[config.mk]
export PLATFORM = sky130hd
export DESIGN_NAME = extended_instruction_decoder
export DESIGN_NICKNAME = d
export VERILOG_FILES = /design/src/hw/ext_decode_pkg.sv /design/src/hw/decode_if.sv /design/src/hw/instruction_classifier.sv /design/src/hw/extended_instruction_decoder.sv
export VERILOG_INCLUDE_DIRS = /design/src /design/src/hw
export SDC_FILE = /design/constraint.sdc
export NUM_CORES = 1
export LEC_CHECK = 0
export ABC_AREA = 1
export CAP_MARGIN = 20
export CORE_MARGIN = 1
export CORE_UTILIZATION = 35
export DETAILED_ROUTE_END_ITERATION = 6
export DONT_BUFFER_PORTS = 1
export GPL_ROUTABILITY_DRIVEN = 0
export GPL_TIMING_DRIVEN = 0
export HOLD_SLACK_MARGIN = 0.15
export PLACE_DENSITY_LB_ADDON = 0.3
export SLEW_MARGIN = 10
export SYNTH_ARGS = -nofsm -noshare
export SYNTH_HDL_FRONTEND = slang
export SYNTH_SLANG_ARGS = --single-unit
[constraint.sdc]
create_clock -name mclk -period 4.18 [get_ports mclk]
set_input_delay 1.045 -clock mclk [delete_from_list [all_inputs] [get_ports mclk]]
set_output_delay 1.045 -clock mclk [all_outputs]
set_load 0.1 [all_outputs]
[src/hw/ext_decode_regs.svh]
// opcode patterns, field slices, limits and reset values of the extended
// instruction decoder; included by bare name, holds definitions only
`ifndef EXT_DECODE_REGS_SVH
`define EXT_DECODE_REGS_SVH
// field slices of a program word
`define FLD_OP8 15:8
`define FLD_OP7 15:9
`define FLD_OP6 15:10
`define FLD_OP4 15:12
`define FLD_SEL 7:6
`define FLD_K6 5:0
`define FLD_K8 7:0
`define FLD_Z 6:0
`define FLD_SS 7
`define FLD_FD 11:0
`define FLD_ACC 8
`define FLD_F 7:0
// opcode patterns
`define OPC_PTR_ADD 8'hE8
`define OPC_PTR_SUB 8'hE9
`define OPC_PUSH_LIT 8'hEA
`define OPC_MOVE_STK 8'hEB
`define OPC_CALL_W 16'h0014
`define OPC_CMP_GT 7'h32
`define OPC_CMP_LT 7'h30
`define OPC_SECOND 4'hF
`define OPC_MOVE_FF 4'hC
`define OPC_LOAD_PTR 8'hEE
`define OPC_CALL_ABS 7'h76
`define OPC_GOTO_ABS 8'hEF
`define OPC_BYTE_LO 4'h1
`define OPC_BYTE_HI 4'hB
`define OPC_DEC_GRP 6'h01
`define OPC_MUL_GRP 7'h01
// pointer selection and addressing limits
`define FRAME_SEL 2'h2
`define FRAME_RET_SEL 2'h3
`define ACCESS_LIMIT 8'h5F
`define ACCESS_LO_BANK 4'h0
`define ACCESS_HI_BANK 4'hF
// reset and step values
`define PTR_RESET 12'h000
`define PTR_STEP 12'h001
`define EXT_ERASED 1'b1
`endif

[src/hw/ext_decode_pkg.sv]
// types shared by the extended instruction decoder and its classifier
// assumes ext_decode_regs.svh is on the include path
`include "ext_decode_regs.svh"
package ext_decode_pkg;

  typedef enum logic [3:0] {
    op_none,
    op_base,
    op_ptr_add,
    op_ptr_sub,
    op_frame_add_ret,
    op_frame_sub_ret,
    op_call_w,
    op_push_lit,
    op_move_sf,
    op_move_ss,
    op_cmp_gt,
    op_cmp_lt
  } op_kind_t;

  typedef enum logic [2:0] {
    st_idle,
    st_hold,
    st_second,
    st_skip,
    st_skip_tail
  } phase_t;

  typedef struct packed {
    op_kind_t kind;
    logic [1:0] sel;
    logic [5:0] k6;
    logic [7:0] k8;
    logic [6:0] z;
    logic [7:0] f;
    logic acc;
    logic byte_op;
    logic indexed;
    logic two_word;
  } decode_t;

  typedef struct packed {
    phase_t phase;
    logic ext_on;
    logic cfg_done;
    logic busy;
    logic [2:0][11:0] ptr;
    logic mem_re;
    logic [11:0] raddr;
    logic pair_ss;
    logic mem_we;
    logic [11:0] waddr;
    logic [7:0] wdata;
    logic ret;
    logic call;
    logic [20:0] target;
    logic [20:0] push_addr;
    logic skip;
    logic oper_valid;
    logic [11:0] oper_addr;
  } core_t;

endpackage

[src/hw/decode_if.sv]
// carrier between the decoder core and its word classifier
// assumes ext_decode_pkg is compiled first
`timescale 1ns/1ns
interface decode_if;
  logic [15:0] word;
  logic ext_en;
  ext_decode_pkg::decode_t d;
  modport dec (input word, input ext_en, output d);
  modport exe (output word, output ext_en, input d);
endinterface

[src/hw/instruction_classifier.sv]
// combinational classifier of one program word into operation and fields
// assumes the word and the extension enable come from the mclk domain
`timescale 1ns/1ns
`include "ext_decode_regs.svh"
module instruction_classifier (
  decode_if.dec bus
);

  ext_decode_pkg::decode_t d;
  logic [15:0] w;

  always_comb begin
    w = bus.word;
    d = '0;
    d.sel = w[`FLD_SEL];
    d.k6 = w[`FLD_K6];
    d.k8 = w[`FLD_K8];
    d.z = w[`FLD_Z];
    d.f = w[`FLD_F];
    d.acc = w[`FLD_ACC];
    d.byte_op = (w[`FLD_OP4] >= `OPC_BYTE_LO && w[`FLD_OP4] <= `OPC_BYTE_HI)
      || w[`FLD_OP6] == `OPC_DEC_GRP || w[`FLD_OP7] == `OPC_MUL_GRP;
    // low access operands turn into frame offsets
    d.indexed = bus.ext_en && d.byte_op && !d.acc && d.f <= `ACCESS_LIMIT;
    d.two_word = w[`FLD_OP4] == `OPC_MOVE_FF
      || w[`FLD_OP8] == `OPC_LOAD_PTR || w[`FLD_OP7] == `OPC_CALL_ABS
      || w[`FLD_OP8] == `OPC_GOTO_ABS
      || (bus.ext_en && w[`FLD_OP8] == `OPC_MOVE_STK);
    d.kind = ext_decode_pkg::op_base;
    if (bus.ext_en && w == `OPC_CALL_W) begin
      d.kind = ext_decode_pkg::op_call_w;
    end else if (bus.ext_en && w[`FLD_OP8] == `OPC_PTR_ADD) begin
      d.kind = (d.sel == `FRAME_RET_SEL) ? ext_decode_pkg::op_frame_add_ret
                                         : ext_decode_pkg::op_ptr_add;
    end else if (bus.ext_en && w[`FLD_OP8] == `OPC_PTR_SUB) begin
      d.kind = (d.sel == `FRAME_RET_SEL) ? ext_decode_pkg::op_frame_sub_ret
                                         : ext_decode_pkg::op_ptr_sub;
    end else if (bus.ext_en && w[`FLD_OP8] == `OPC_PUSH_LIT) begin
      d.kind = ext_decode_pkg::op_push_lit;
    end else if (bus.ext_en && w[`FLD_OP8] == `OPC_MOVE_STK) begin
      d.kind = w[`FLD_SS] ? ext_decode_pkg::op_move_ss
                          : ext_decode_pkg::op_move_sf;
    end else if (w[`FLD_OP7] == `OPC_CMP_GT) begin
      d.kind = ext_decode_pkg::op_cmp_gt;
    end else if (w[`FLD_OP7] == `OPC_CMP_LT) begin
      d.kind = ext_decode_pkg::op_cmp_lt;
    end
    bus.d = d;
  end

endmodule

[src/hw/extended_instruction_decoder.sv]
// execute logic for the extended instruction group and compare-skips
// assumes all inputs come from logic on mclk; words are presented in order
`timescale 1ns/1ns
`include "ext_decode_regs.svh"
module extended_instruction_decoder (
  input wire logic mclk,
  input wire logic rst_n,
  input wire logic ce,
  input wire logic cfg_ext_bit,
  input wire logic instr_valid,
  input wire logic [15:0] instr_word,
  input wire logic [7:0] working_reg,
  input wire logic [7:0] operand_data,
  input wire logic [3:0] bank_select,
  input wire logic [12:0] pc_latch,
  input wire logic [20:0] return_addr,
  input wire logic [7:0] mem_rdata,
  output logic busy,
  output logic ext_enabled,
  output logic [2:0][11:0] file_select_pointer,
  output logic mem_re,
  output logic [11:0] mem_raddr,
  output logic mem_we,
  output logic [11:0] mem_waddr,
  output logic [7:0] mem_wdata,
  output logic ret_req,
  output logic call_req,
  output logic [20:0] call_target,
  output logic [20:0] push_addr,
  output logic skip,
  output logic oper_valid,
  output logic [11:0] oper_addr
);

  ext_decode_pkg::core_t s_reg;
  ext_decode_pkg::core_t s_next;
  ext_decode_pkg::decode_t d;
  logic take;
  logic take_ce;
  logic [11:0] k_ext;
  logic [11:0] z_ext;
  logic [11:0] f_ext;
  logic [11:0] frame;
  logic cmp_true;

  decode_if dbus ();

  assign dbus.word = instr_word;
  assign dbus.ext_en = s_reg.ext_on;
  assign d = dbus.d;

  instruction_classifier u_cls (
    .bus(dbus)
  );

  ////////////////////////////////////////////////////////////////////////////

  assign take = instr_valid && !s_reg.busy;
  assign take_ce = take && ce;
  assign k_ext = {6'h00, d.k6};
  assign z_ext = {5'h00, d.z};
  assign f_ext = {4'h0, d.f};
  assign frame = s_reg.ptr[`FRAME_SEL];
  assign cmp_true = (d.kind == ext_decode_pkg::op_cmp_gt)
    ? (operand_data > working_reg) : (operand_data < working_reg);

  always_comb begin
    s_next = s_reg;
    s_next.mem_re = 1'b0;
    s_next.mem_we = 1'b0;
    s_next.ret = 1'b0;
    s_next.call = 1'b0;
    s_next.skip = 1'b0;
    s_next.oper_valid = 1'b0;
    if (!s_reg.cfg_done) begin
      // config bit caught once after reset release
      s_next.ext_on = cfg_ext_bit;
      s_next.cfg_done = 1'b1;
      s_next.busy = 1'b0;
    end else begin
      case (s_reg.phase)
        ext_decode_pkg::st_hold: begin
          s_next.busy = 1'b0;
          s_next.phase = ext_decode_pkg::st_idle;
        end
        ext_decode_pkg::st_second: begin
          if (take) begin
            s_next.phase = ext_decode_pkg::st_idle;
            if (instr_word[`FLD_OP4] == `OPC_SECOND) begin
              s_next.mem_we = 1'b1;
              s_next.wdata = mem_rdata;
              s_next.waddr = s_reg.pair_ss
                ? frame + {5'h00, instr_word[`FLD_Z]}
                : instr_word[`FLD_FD];
            end
          end
        end
        ext_decode_pkg::st_skip: begin
          // flushed word, one more if it is two-word
          if (take) begin
            s_next.phase = d.two_word ? ext_decode_pkg::st_skip_tail
                                      : ext_decode_pkg::st_idle;
          end
        end
        ext_decode_pkg::st_skip_tail: begin
          if (take) begin
            s_next.phase = ext_decode_pkg::st_idle;
          end
        end
        ext_decode_pkg::st_idle: begin
          if (take) begin
            if (d.byte_op) begin
              s_next.oper_valid = 1'b1;
              if (d.indexed) begin
                s_next.oper_addr = frame + f_ext;
              end else if (!d.acc) begin
                s_next.oper_addr = {(d.f <= `ACCESS_LIMIT) ? `ACCESS_LO_BANK
                                    : `ACCESS_HI_BANK, d.f};
              end else begin
                s_next.oper_addr = {bank_select, d.f};
              end
            end
            case (d.kind)
              ext_decode_pkg::op_ptr_add: begin
                s_next.ptr[d.sel] = s_reg.ptr[d.sel] + k_ext;
              end
              ext_decode_pkg::op_ptr_sub: begin
                s_next.ptr[d.sel] = s_reg.ptr[d.sel] - k_ext;
              end
              ext_decode_pkg::op_frame_add_ret: begin
                s_next.ptr[`FRAME_SEL] = frame + k_ext;
                s_next.ret = 1'b1;
                s_next.busy = 1'b1;
                s_next.phase = ext_decode_pkg::st_hold;
              end
              ext_decode_pkg::op_frame_sub_ret: begin
                s_next.ptr[`FRAME_SEL] = frame - k_ext;
                s_next.ret = 1'b1;
                s_next.busy = 1'b1;
                s_next.phase = ext_decode_pkg::st_hold;
              end
              ext_decode_pkg::op_call_w: begin
                s_next.call = 1'b1;
                s_next.target = {pc_latch, working_reg};
                s_next.push_addr = return_addr;
                s_next.busy = 1'b1;
                s_next.phase = ext_decode_pkg::st_hold;
              end
              ext_decode_pkg::op_push_lit: begin
                s_next.mem_we = 1'b1;
                s_next.waddr = frame;
                s_next.wdata = d.k8;
                s_next.ptr[`FRAME_SEL] = frame - `PTR_STEP;
              end
              ext_decode_pkg::op_move_sf, ext_decode_pkg::op_move_ss: begin
                s_next.mem_re = 1'b1;
                s_next.raddr = frame + z_ext;
                s_next.pair_ss = (d.kind == ext_decode_pkg::op_move_ss);
                s_next.phase = ext_decode_pkg::st_second;
              end
              // true result flushes the next word
              ext_decode_pkg::op_cmp_gt, ext_decode_pkg::op_cmp_lt: begin
                if (cmp_true) begin
                  s_next.skip = 1'b1;
                  s_next.phase = ext_decode_pkg::st_skip;
                end
              end
              default: begin
              end
            endcase
          end
        end
        default: begin
          s_next.phase = ext_decode_pkg::st_idle;
        end
      endcase
    end
  end

  // busy starts high so no word is taken before the config bit is caught
  always_ff @(posedge mclk) begin
    if (!rst_n) begin
      s_reg <= '0;
      s_reg.busy <= 1'b1;
      s_reg.ext_on <= `EXT_ERASED;
      s_reg.ptr <= {3{`PTR_RESET}};
    end else if (ce) begin
      s_reg <= s_next;
    end
  end

  ////////////////////////////////////////////////////////////////////////////

  assign busy = s_reg.busy;
  assign ext_enabled = s_reg.ext_on;
  assign file_select_pointer = s_reg.ptr;
  assign mem_re = s_reg.mem_re;
  assign mem_raddr = s_reg.raddr;
  assign mem_we = s_reg.mem_we;
  assign mem_waddr = s_reg.waddr;
  assign mem_wdata = s_reg.wdata;
  assign ret_req = s_reg.ret;
  assign call_req = s_reg.call;
  assign call_target = s_reg.target;
  assign push_addr = s_reg.push_addr;
  assign skip = s_reg.skip;
  assign oper_valid = s_reg.oper_valid;
  assign oper_addr = s_reg.oper_addr;

  ////////////////////////////////////////////////////////////////////////////

  cfg_capture_a: assert property (
    @(posedge mclk) disable iff (!rst_n)
    rst_n && ce && !s_reg.cfg_done
    |=> ext_enabled == $past(cfg_ext_bit) && !busy)
    else $error("extension enable not taken from config bit");

  ext_gate_a: assert property (
    @(posedge mclk) disable iff (!rst_n)
    !s_reg.ext_on |-> !(d.kind inside {ext_decode_pkg::op_ptr_add,
      ext_decode_pkg::op_ptr_sub, ext_decode_pkg::op_push_lit,
      ext_decode_pkg::op_call_w, ext_decode_pkg::op_move_sf}))
    else $error("extension opcode decoded while disabled");

  ptr_add_a: assert property (
    @(posedge mclk) disable iff (!rst_n)
    take_ce && s_reg.phase == ext_decode_pkg::st_idle
      && d.kind == ext_decode_pkg::op_ptr_add && d.sel == 2'h0
    |=> file_select_pointer[0] == $past(file_select_pointer[0]) + $past(k_ext)
      && !busy)
    else $error("pointer add result wrong");

  ptr_sub_a: assert property (
    @(posedge mclk) disable iff (!rst_n)
    take_ce && s_reg.phase == ext_decode_pkg::st_idle
      && d.kind == ext_decode_pkg::op_ptr_sub && d.sel == 2'h1
    |=> file_select_pointer[1] == $past(file_select_pointer[1]) - $past(k_ext)
      && !busy)
    else $error("pointer subtract result wrong");

  frame_ret_a: assert property (
    @(posedge mclk) disable iff (!rst_n)
    take_ce && s_reg.phase == ext_decode_pkg::st_idle
      && d.kind == ext_decode_pkg::op_frame_add_ret
    |=> ret_req && busy
      && file_select_pointer[2] == $past(frame) + $past(k_ext))
    else $error("frame add and return wrong");

  frame_sub_a: assert property (
    @(posedge mclk) disable iff (!rst_n)
    take_ce && s_reg.phase == ext_decode_pkg::st_idle
      && d.kind == ext_decode_pkg::op_frame_sub_ret
    |=> ret_req && busy
      && file_select_pointer[2] == $past(frame) - $past(k_ext)
      ##1 ($past(ce) ? !busy : busy))
    else $error("frame subtract and return wrong");

  call_w_a: assert property (
    @(posedge mclk) disable iff (!rst_n)
    take_ce && s_reg.phase == ext_decode_pkg::st_idle
      && d.kind == ext_decode_pkg::op_call_w
    |=> call_req && busy && call_target == {$past(pc_latch), $past(working_reg)}
      && push_addr == $past(return_addr))
    else $error("call via working register wrong");

  push_lit_a: assert property (
    @(posedge mclk) disable iff (!rst_n)
    take_ce && s_reg.phase == ext_decode_pkg::st_idle
      && d.kind == ext_decode_pkg::op_push_lit
    |=> mem_we && mem_waddr == $past(frame)
      && file_select_pointer[2] == $past(frame) - `PTR_STEP)
    else $error("literal push wrong");

  move_src_a: assert property (
    @(posedge mclk) disable iff (!rst_n)
    take_ce && s_reg.phase == ext_decode_pkg::st_idle
      && d.kind == ext_decode_pkg::op_move_sf
    |=> mem_re && mem_raddr == $past(frame) + $past(z_ext) && !mem_we)
    else $error("stack move source address wrong");

  skip_cmp_a: assert property (
    @(posedge mclk) disable iff (!rst_n)
    take_ce && s_reg.phase == ext_decode_pkg::st_idle
      && d.kind inside {ext_decode_pkg::op_cmp_gt, ext_decode_pkg::op_cmp_lt}
    |=> skip == $past(cmp_true))
    else $error("compare skip decision wrong");

  index_addr_a: assert property (
    @(posedge mclk) disable iff (!rst_n)
    take_ce && s_reg.phase == ext_decode_pkg::st_idle && d.indexed
    |=> oper_valid && oper_addr == $past(frame) + $past(f_ext))
    else $error("indexed operand address wrong");

  bank_addr_a: assert property (
    @(posedge mclk) disable iff (!rst_n)
    take_ce && s_reg.phase == ext_decode_pkg::st_idle && d.byte_op && d.acc
    |=> oper_addr == {$past(bank_select), $past(d.f)})
    else $error("banked operand address wrong");

endmodule

# Word level (Yosys, flattened, before mapping)
# Index checks and enable logic that the tools add are counted.
# totals
register_bits,135
input_bits,83
output_inout_bits,130
wordCells,159
# op_classes
add_sub_neg,7
order_cmp,7
eq_ne,40
muxes,47
n_bitwise,1
n_reduce_logical,37
# op_table
operator,count
two-way mux 130 bit,1
two-way mux 93 bit,1
bitwise mux 36 bit,2
two-way mux 21 bit,3
two-way mux 12 bit,5
one-hot mux 12 bit (5 select lines),1
two-way mux 58 bit,1
"== test 8 bit, second input constant",6
one-hot mux 24 bit (2 select lines),1
two-way mux 43 bit,1
one-hot mux 21 bit (2 select lines),1
two-way mux 4 bit,8
two-way mux 14 bit,2
AND reduction 5 bit,5
adder 12 x 6 -> 12 bit,2
binary-select mux 12 bit (select 2 bit),1
demux 12 bit (select 2 bit),1
"== test 4 bit, second input constant",6
subtractor 12 x 6 -> 12 bit,2
two-way mux 3 bit,7
one-hot mux 3 bit (3 select lines),2
"== test 16 x 5 -> 1 bit, second input constant",1
"== test 4 x 3 -> 1 bit, second input constant",4
"== test 7 x 6 -> 1 bit, second input constant",2
38 further kinds,73

# Depth between registers and ports, before layout
# Gate-level depths: netlist (run 1).
# depth
depth_word,15
depth_mapped,23
ltp_nobuf,21

# By module
# Synthesis (run 1) repeated with hierarchy kept, for this count alone.
# hier_totals
hier_cells,1498
area_unflattened_um2,10287.4
# by_module_without_submodules
mod,n_inst,cells_per_inst,area_per_inst_um2,seq_area_each_um2
extended_instruction_decoder,1,1401,9734.3,2702.6
instruction_classifier,1,97,553.0,0.0

# Least setup slack after synthesis (run 1)
# OpenSTA, ideal clock, no wires.
# synth_path
path_type,input port to flip-flop
startpoint,input port instr_word[7]
endpoint,register with a tool-made name
setup_time_ns,0.064
arrival_ns,3.515
required_time_ns,4.116
path_slack_ns,0.601
stages,20
n_path_buf,2
cell_sequence,buf_4 > inv_2 > nor2_2 > inv_1 > clkbuf_1 > o21a_1 > inv_1 > ha_1 > inv_1 > fa_1 > inv_1 > nand4_1 > nand3_1 > nand2_1 > nor3_2 > xor2_1 > nand2_1 > o21ai_1 > nor2_1 > nor2_1
# synth_lines
element,line_no,rtl
from (decl),extended_instruction_decoder.sv:11,"input wire logic [15:0] instr_word,"

==> impl_summary.txt, run 1 <==
----------------------------------------------------
[Outcome]
  Status ... completed

[Detailed routing]
  First-pass detailed-route iteration total ... 5
  Post-DRT Antenna Nets ... 0
  Via/cell ratio ... just over 5
  Post-detailed-route DRC marker count ... 0
  Post-detailed-route wirelength per cell ... 17.6 um
  Drt first-iter violations ... about 820
  Routed Wire Length ... about 32 mm
  Via Count ... between 9000 and 10000

[STA]
  Worst max-slew margin expressed relative to the limit ... a little over a quarter
  Max-slew violation count ... 0
  Total count of hold-check failures in the final report ... 0
  Fin Clk Skew ... ~0.016 ns
  Final setup violation count ... 0
  Fin crit period ... between 3 and 4 ns
  Unrepaired setup endpoints after global routing ... false
  Max Clk Rate ... roughly 0.26 GHz
  Final worst-path cycle share ... between 90 and 100%
  Slew @ Worst Pin ... approximately 1.1 ns

[Floorplanning]
  I/O Pins ... around 210
  X dimension of the die ... 168 um
  Initial Util ... between 30% and 40%
  Die outline height ... roughly 170 um
  Floorplan die area ... 28100 um^2
  Area of the core ... between 20000 and 30000 um^2
  Rows ... 60

[Synthesis]
  Number of distinct library cell variants in the gate-level netlist after synthesis ... 46
  Yosys top cell by area ... dfxtp_1
  Seq/Total Area, Yosys ... 28.2%
  Share of async-settable or async-resettable flops after synthesis ... 0%
  Number of synthesized flops with an enable pin ... 0
  Fraction of post-synthesis cell area in the top cell type by area ... approximately 28%
  Dominant register cell in the synthesized netlist ... dfxtp_1
  Ranking of synthesized cells by area ... dfxtp_1 28%, buf_4 10%, nand2_1 10%, a21oi_1 7.8%, o21ai_0 6.5%
  Cell count after synthesis ... around 1400
  Avg Cell Area, Syn ... about 6.7 um^2
  Post-synthesis cell area ... a little under 10000 um^2
  #FFs+latches synth ... about 140
  Warning count from the yosys run ... 0
  Syn Nets ... between 1500 and 2000

[Clock network]
  CTS tree ... done
  Number of buffers added for setup after CTS ... 0
  Hold buffers post-CTS ... 0
  CTS H-Tree Depth ... 4
  Insertion delay of the later-clocked pin in the worst-skew pair ... between 0.4 and 0.5 ns
  Maximum count of clock buffers along a single path ... 2
  Root buf cell ... clkbuf_16
  CTS Sinks ... roughly 140
  Total CTS buffers ... 17
  Clock transition at the register clock pins on the worst setup and hold paths after CTS ... 0.07 ns

[Final layout]
  Highest-count cells in the layout ignoring fill and taps ... 257 x nand2_1, 162 x inv_1, 150 x a21oi_1, 135 x dfxtp_1, 133 x buf_4
  Most common cell after layout, fill and taps aside ... nand2_1
  Layout net count ... roughly 1600
  Proportion of layout cells with a drive suffix above 1 ... between 15 and 20%
  Area growth from synthesis to layout ... 11.3%
  Number of filler instances in the final layout ... a little under 3000
  Final cell count without fillers ... roughly 1800
  Antenna cell count ... 0

[Job]
  Max_cap viols ... 0

[Placed design]
  Half-perimeter wire length after detailed placement ... around 26 mm
  Instance count after placement with tap cells included ... 1777
  Port Buf Inserts ... 0

[Power and ir drop]
  Combinational Power Share ... under 10%
  Worst supply voltage drop on vdd ... 0.276 mV
  Cell internal pwr ... 2.32 mW
  Proportion of power drawn by flip-flops and latches ... between 40% and 50%
  NetSw ... 860 uW
  Cell area power density ... 298 nW/um^2
  Switching power share of the total ... about 27%
  Static Leak ... roughly 4.9 nW
  Total power ... 3.18 mW
  Clock share of power ... 50.9%

[Worst setup path]
  Setup slack on the worst flop-to-flop path ... 0.94 ns
  Worst setup path category ... in -> reg
  Critical path arrival ... between 4 and 5 ns
  Required time worst endpoint ... roughly 4.5 ns
  Worst Path Max Fanout ... 10
  Crit. End Element ... register
  Startpoint Class ... input port

[GRT]
  Global routing usage summed across all routing layers ... 22.5%
  Overall overflow remaining after global route ... 0
  Antenna violations before repair ... 0
  Maximum number of pins on one net before global-route repair ... 17
  Number of global-route vias before repair ... about 8800
  Wire length of the first global-routing pass ... roughly 49 mm

[Worst hold path]
  Classification of the worst-slack hold path ... reg -> reg

----------------------------------------------------
==> kinds of logic (layout without fill, tap and decap cells) <==
kind of cell / after synthesis / after routing / share of synthesized area [%]
AO/OA/AOI/OAI: 358 / 358 / 20.0
flip-flops: 135 / 135 / 28.2
XOR/XNOR: 25 / 25 / 2.28
buffers and inverters: 354 / 388 / 19.5
adder cells (fa/ha/maj): 45 / 45 / 6.18
AND/OR/NAND/NOR: 517 / 517 / 23.9
==> final timing paths <==
path | endpoint | cells past startpoint | startpoint
max reg2reg | mem_waddr[7] | 7 | busy
min reg2reg | call_target[0] | 2 | call_target[0]
min | call_target[0] | 2 | call_target[0]
max | register | 20 | instr_word[7]
==> cell usage after synthesis (3+ instances only) <==
master    instances
a211oi_1          4
a21o_1            3
a21oi_1         150
a22oi_1           5
a31oi_1           8
buf_2             9
buf_4           133
buf_6             4
clkbuf_1         28
dfxtp_1         135
fa_1              4
ha_1             41
inv_1           162
inv_2            15
nand2_1         257
nand2_2           9
nand3_1          83
nand3_2           7
nand4_1          19
nor2_1          110
nor2_2            7
nor2_4            5
nor3_1            8
o211ai_1         12
o21a_1            8
o21ai_0         124
o21ai_1          28
o21bai_1          4
o22ai_1           6
or2_2             4
xnor2_1           6
xor2_1           19
==> power by group through the flow <==
stage                     logic (mW)  registers [mW]  clock network (mW)
after floorplan                0.179            1.33                   0
after global placement         0.241            1.34                   0
after detailed placement       0.255            1.33                   0
after CTS                      0.257            1.30                1.64
after global routing           0.288            1.30                1.70
final                          0.261            1.30                1.62
==> per-stage QoR <==
| stage | cell area, um^2 | setup WS, ns | util, % | hold slack [ns] | TNS (ns) |
|---|---|---|---|---|---|
| final | 10700 | 0.341 | 39.7 | 0.445 | 0 |
| after global routing | 10700 | 0.0603 | 39.7 | 0.462 | 0 |
| after CTS | 10700 | 0.269 | 39.6 | 0.446 | 0 |
| after detailed placement | 10100 | -0.175 | 37.3 | 0.436 | -1.21 |
| after global placement | 10000 | -0.150 | 37.2 | 0.432 | -1.18 |
| after floorplan | 9600 | 0.601 | - | 0.424 | 0 |
==> routing by layer <==
| metal | wire, um | global-route usage [%] | share of wire [%] |
|---|---|---|---|
| met5 | 0 | 0 | 0 |
| met4 | 713 | 7.30 | 2.2 |
| met3 | 3140 | 6.81 | 9.8 |
| met2 | 14400 | 36.7 | 45 |
| met1 | 13600 | 28.3 | 43 |
==> layout make-up <==
| class | count | area [um^2] | area share, % |
|---|---|---|---|
| multi-input combinational | 945 | 5030 | 47.1 |
| buffer | 176 | 1200 | 11.3 |
| clock buffer | 21 | 480 | 4.50 |
| clock inverter | 11 | 135 | 1.26 |
| tap | 341 | 427 | 3.99 |
| timing repair buffer | 2 | 38.8 | 0.363 |
| inverter | 178 | 668 | 6.25 |
| sequential | 135 | 2700 | 25.3 |
==> critical path, stage by stage <==
cell and delay (ns):
buf_4 0.16, inv_2 0.14, nor2_4 0.24, inv_1 0.12, clkbuf_1 0.29, o21a_1 0.27, inv_1 0.05, ha_1 0.20
inv_1 0.07, fa_1 0.41, inv_1 0.11, nand4_1 0.11, nand3_1 0.13, nand2_1 0.12, nor3_2 0.13, xor2_1 0.24
nand2_1 0.07, o21ai_1 0.14, nor2_1 0.07, nor2_1 0.09
==> timing repair <==
action	CTS	global route
endpoints found under the setup margin	0	10
endpoints found under the hold margin	0	0
gates resized for setup	0	1
Note: power is estimated with default switching activity, not from simulation.
==> run 2, diff against run 1 <==
--- a/config.mk
+++ b/config.mk
@@ -15,6 +15,7 @@
 export GPL_ROUTABILITY_DRIVEN = 0
 export GPL_TIMING_DRIVEN = 0
 export HOLD_SLACK_MARGIN = 0.15
+export MAX_ROUTING_LAYER = met4
 export PLACE_DENSITY_LB_ADDON = 0.3
 export SLEW_MARGIN = 10
 export SYNTH_ARGS = -nofsm -noshare
==> impl_summary.txt, run 2 (synthesized netlist as in run 1, its figures left out) <==
----------------------------------------------------
[Placed design]
  Instance count after placement with tap cells included ... 1777 (unchanged)
  Placed Area ... 10100 um^2 (unchanged)
  Half-perimeter wire length after detailed placement ... 25.5 mm (unchanged)
  Port Buf Inserts ... 0 (unchanged)

[Worst hold path]
  Worst Hold Depth ... 2 (unchanged)
  Classification of the worst-slack hold path ... reg -> reg

[STA]
  Total negative slack ... 0 ns (unchanged)
  Max Clk Rate ... 0.261 GHz (+0.17%)
  Fin crit period ... 3.83 ns (-0.00644 ns)
  Slew @ Worst Pin ... 1.10 ns (-0.000147 ns)
  Worst hold slack across all endpoints ... 0.444 ns (-0.000265 ns)
  Final worst-path cycle share ... 91.7% (-0.15 points)
  Unrepaired setup endpoints after global routing ... false
  Max-slew violation count ... 0 (unchanged)
  Fin Clk Skew ... 0.0185 ns (+0.00289 ns)
  Final setup violation count ... 0 (unchanged)
  Worst max-slew margin expressed relative to the limit ... 26.6% (about the same)
  Total count of hold-check failures in the final report ... 0 (unchanged)

[Detailed routing]
  Via/cell ratio ... 5.18 (about the same)
  Drt first-iter violations ... 850 (+3.3%)
  Post-detailed-route DRC marker count ... 8 (+8)
  Routed Wire Length ... 31.9 mm (+0.14%)
  M1 wire length ... 13.9 mm (+2.4%)
  Max layer used ... met4
  Wire length on met2 ... 14.5 mm (+0.37%)
  Post-detailed-route wirelength per cell ... 17.6 um (+0.14%)
  First-pass detailed-route iteration total ... 7 (+2)
  WL met3 ... 2.84 mm (-9.6%)
  Post-DRT Antenna Nets ... 0 (unchanged)
  Via Count ... 9375 (+0.032%)

[Final layout]
  Most common cell after layout, fill and taps aside ... nand2_1
  Layout Utilization ... 39.7% (unchanged)
  Highest-count cells in the layout ignoring fill and taps ... 257 x nand2_1, 162 x inv_1, 150 x a21oi_1, 135 x dfxtp_1, 133 x buf_4
  Area growth from synthesis to layout ... 11.3% (unchanged)
  Proportion of layout cells with a drive suffix above 1 ... 16.1% (unchanged)
  Antenna cell count ... 0 (unchanged)
  Final non-filler cell area ... 10700 um^2 (unchanged)
  Final cell count without fillers ... 1809 (unchanged)
  Number of filler instances in the final layout ... 2910 (unchanged)
  Layout net count ... 1583 (unchanged)

[Power and ir drop]
  Proportion of power drawn by flip-flops and latches ... 40.9% (about the same)
  Cell area power density ... 298 nW/um^2 (about the same)
  Static Leak ... 4.86 nW (unchanged)
  Switching power share of the total ... 27.1% (+0.076 points)
  Worst supply voltage drop on vdd ... 0.281 mV (+1.8%)
  NetSw ... 863 uW (+0.36%)
  Combinational Power Share ... 8.2% (about the same)
  Clock share of power ... 50.9% (about the same)
  Cell internal pwr ... 2.32 mW (about the same)

[GRT]
  Overall overflow remaining after global route ... 0 (unchanged)
  Number of global-route vias before repair ... 8745 (-0.17%)
  Maximum number of pins on one net before global-route repair ... 17 (unchanged)
  Global routing usage summed across all routing layers ... 23.2% (+0.68 points)
  Antenna violations before repair ... 0 (unchanged)
  Wire length of the first global-routing pass ... 48.7 mm (about the same)

[Floorplanning]
  X dimension of the die ... 168 um (unchanged)
  Floorplan die area ... 28100 um^2 (unchanged)
  I/O Pins ... 213 (unchanged)
  Rows ... 60 (unchanged)
  Area of the core ... 27000 um^2 (unchanged)
  Die outline height ... 168 um (unchanged)
  Initial Util ... 35.6% (unchanged)

[Clock network]
  Maximum count of clock buffers along a single path ... 2 (unchanged)
  CTS tree ... done
  Insertion delay of the later-clocked pin in the worst-skew pair ... 0.44 ns (about the same)
  CTS H-Tree Depth ... 4 (unchanged)
  Total CTS buffers ... 17 (unchanged)
  Root buf cell ... clkbuf_16
  Clock transition at the register clock pins on the worst setup and hold paths after CTS ... 0.07 ns (about the same)
  CTS Sinks ... 135 (unchanged)

[Job]
  Max_cap viols ... 0 (unchanged)

[Worst setup path]
  Required time worst endpoint ... 4.55 ns (about the same)
  Cells along the critical path ... buf_4, inv_2, nor2_4, inv_1, clkbuf_1, o21a_1, inv_1, ha_1, inv_1, fa_1, inv_1, nand4_1, nand3_1, nand2_1, nor3_2, xor2_1, nand2_1, o21ai_1, nor2_1, nor2_1
  Source of the critical timing path ... instr_word[7]
  Critical Path Max Stage Delay ... 0.41 ns (about the same)
  Depth of the worst register-to-register path ... 7 (unchanged)
  Max stage delay cell, worst path ... fa_1
  Worst setup path category ... in -> reg
  Critical Path Most Common Cell ... inv_1
  Worst reg2reg path endpoint ... mem_waddr[7]
  Startpoint of the most critical register-to-register path ... busy
  Worst Path Max Fanout ... 10 (unchanged)
  Crit. End Element ... register
  Critical path arrival ... 4.20 ns (about the same)
  Startpoint Class ... input port
  Setup slack on the worst flop-to-flop path ... 0.98 ns (+0.04 ns)

[Outcome]
  Violations in the final reports ... design-rule violations
  Status ... finished with violations

----------------------------------------------------
-- run 2: cell type report --
class,instances,area (um^2),share of cell area (%)
clock buffers,21,480,4.50
well taps,341,427,3.99
clock inverters,11,135,1.26
repair buffers,2,38.8,0.363
flip-flops and latches,135,2700,25.3
multi-input cells,945,5030,47.1
plain buffers,176,1200,11.3
inverters,178,668,6.25
-- run 2: critical path, delay by kind of cell --
| kind | cells | cell delay, ns |
|---|---|---|
| AOI/OAI and AO/OA | 2 | 0.41 |
| and+or+nand+nor | 8 | 0.96 |
| xor gates and xnor gates | 1 | 0.23 |
| adders and majority gates | 2 | 0.61 |
| buffers and inverters | 7 | 0.94 |
-- run 2: how the worst min path moves through the flow --
stage                    startpoint         endpoint  slack (ns)
detailed placement    push_addr[19]    push_addr[19]        0.44
CTS                   push_addr[19]    push_addr[19]        0.45
finish                push_addr[19]    push_addr[19]        0.44
global placement     call_target[9]   call_target[9]        0.43
floorplan           call_target[20]  call_target[20]        0.42
global route          push_addr[12]    push_addr[12]        0.46
-- run 2: through the flow --
stage / worst slack [ns] / total power [mW]
finish: 0.348 / 3.18
global route: 0.0578 / 3.28
CTS: 0.269 / 3.20
detailed placement: -0.175 / 1.59
global placement: -0.150 / 1.58
floorplan: 0.601 / 1.51
-- run 2: timing repair --
| item | in CTS | in global routing |
|---|---|---|
| resized for setup | 0 | 1 |
| setup buffers | 0 | 0 |
| setup endpoints to repair | 0 | 10 |
| hold buffers | 0 | 0 |
-- run 2: layer usage --
metal,vias up,GRT usage (%)
met1,4291,28.6
met3,55,6.26
met4,0,7.30
li1,4637,-
met2,392,36.7
met5,-,-
-- run 2: power groups by stage --
stage	Combinational [mW]	Clock [mW]	Sequential [mW]
finish	0.261	1.62	1.30
global route	0.288	1.70	1.30
CTS	0.257	1.64	1.30
detailed placement	0.255	0	1.33
global placement	0.241	0	1.34
floorplan	0.179	0	1.33
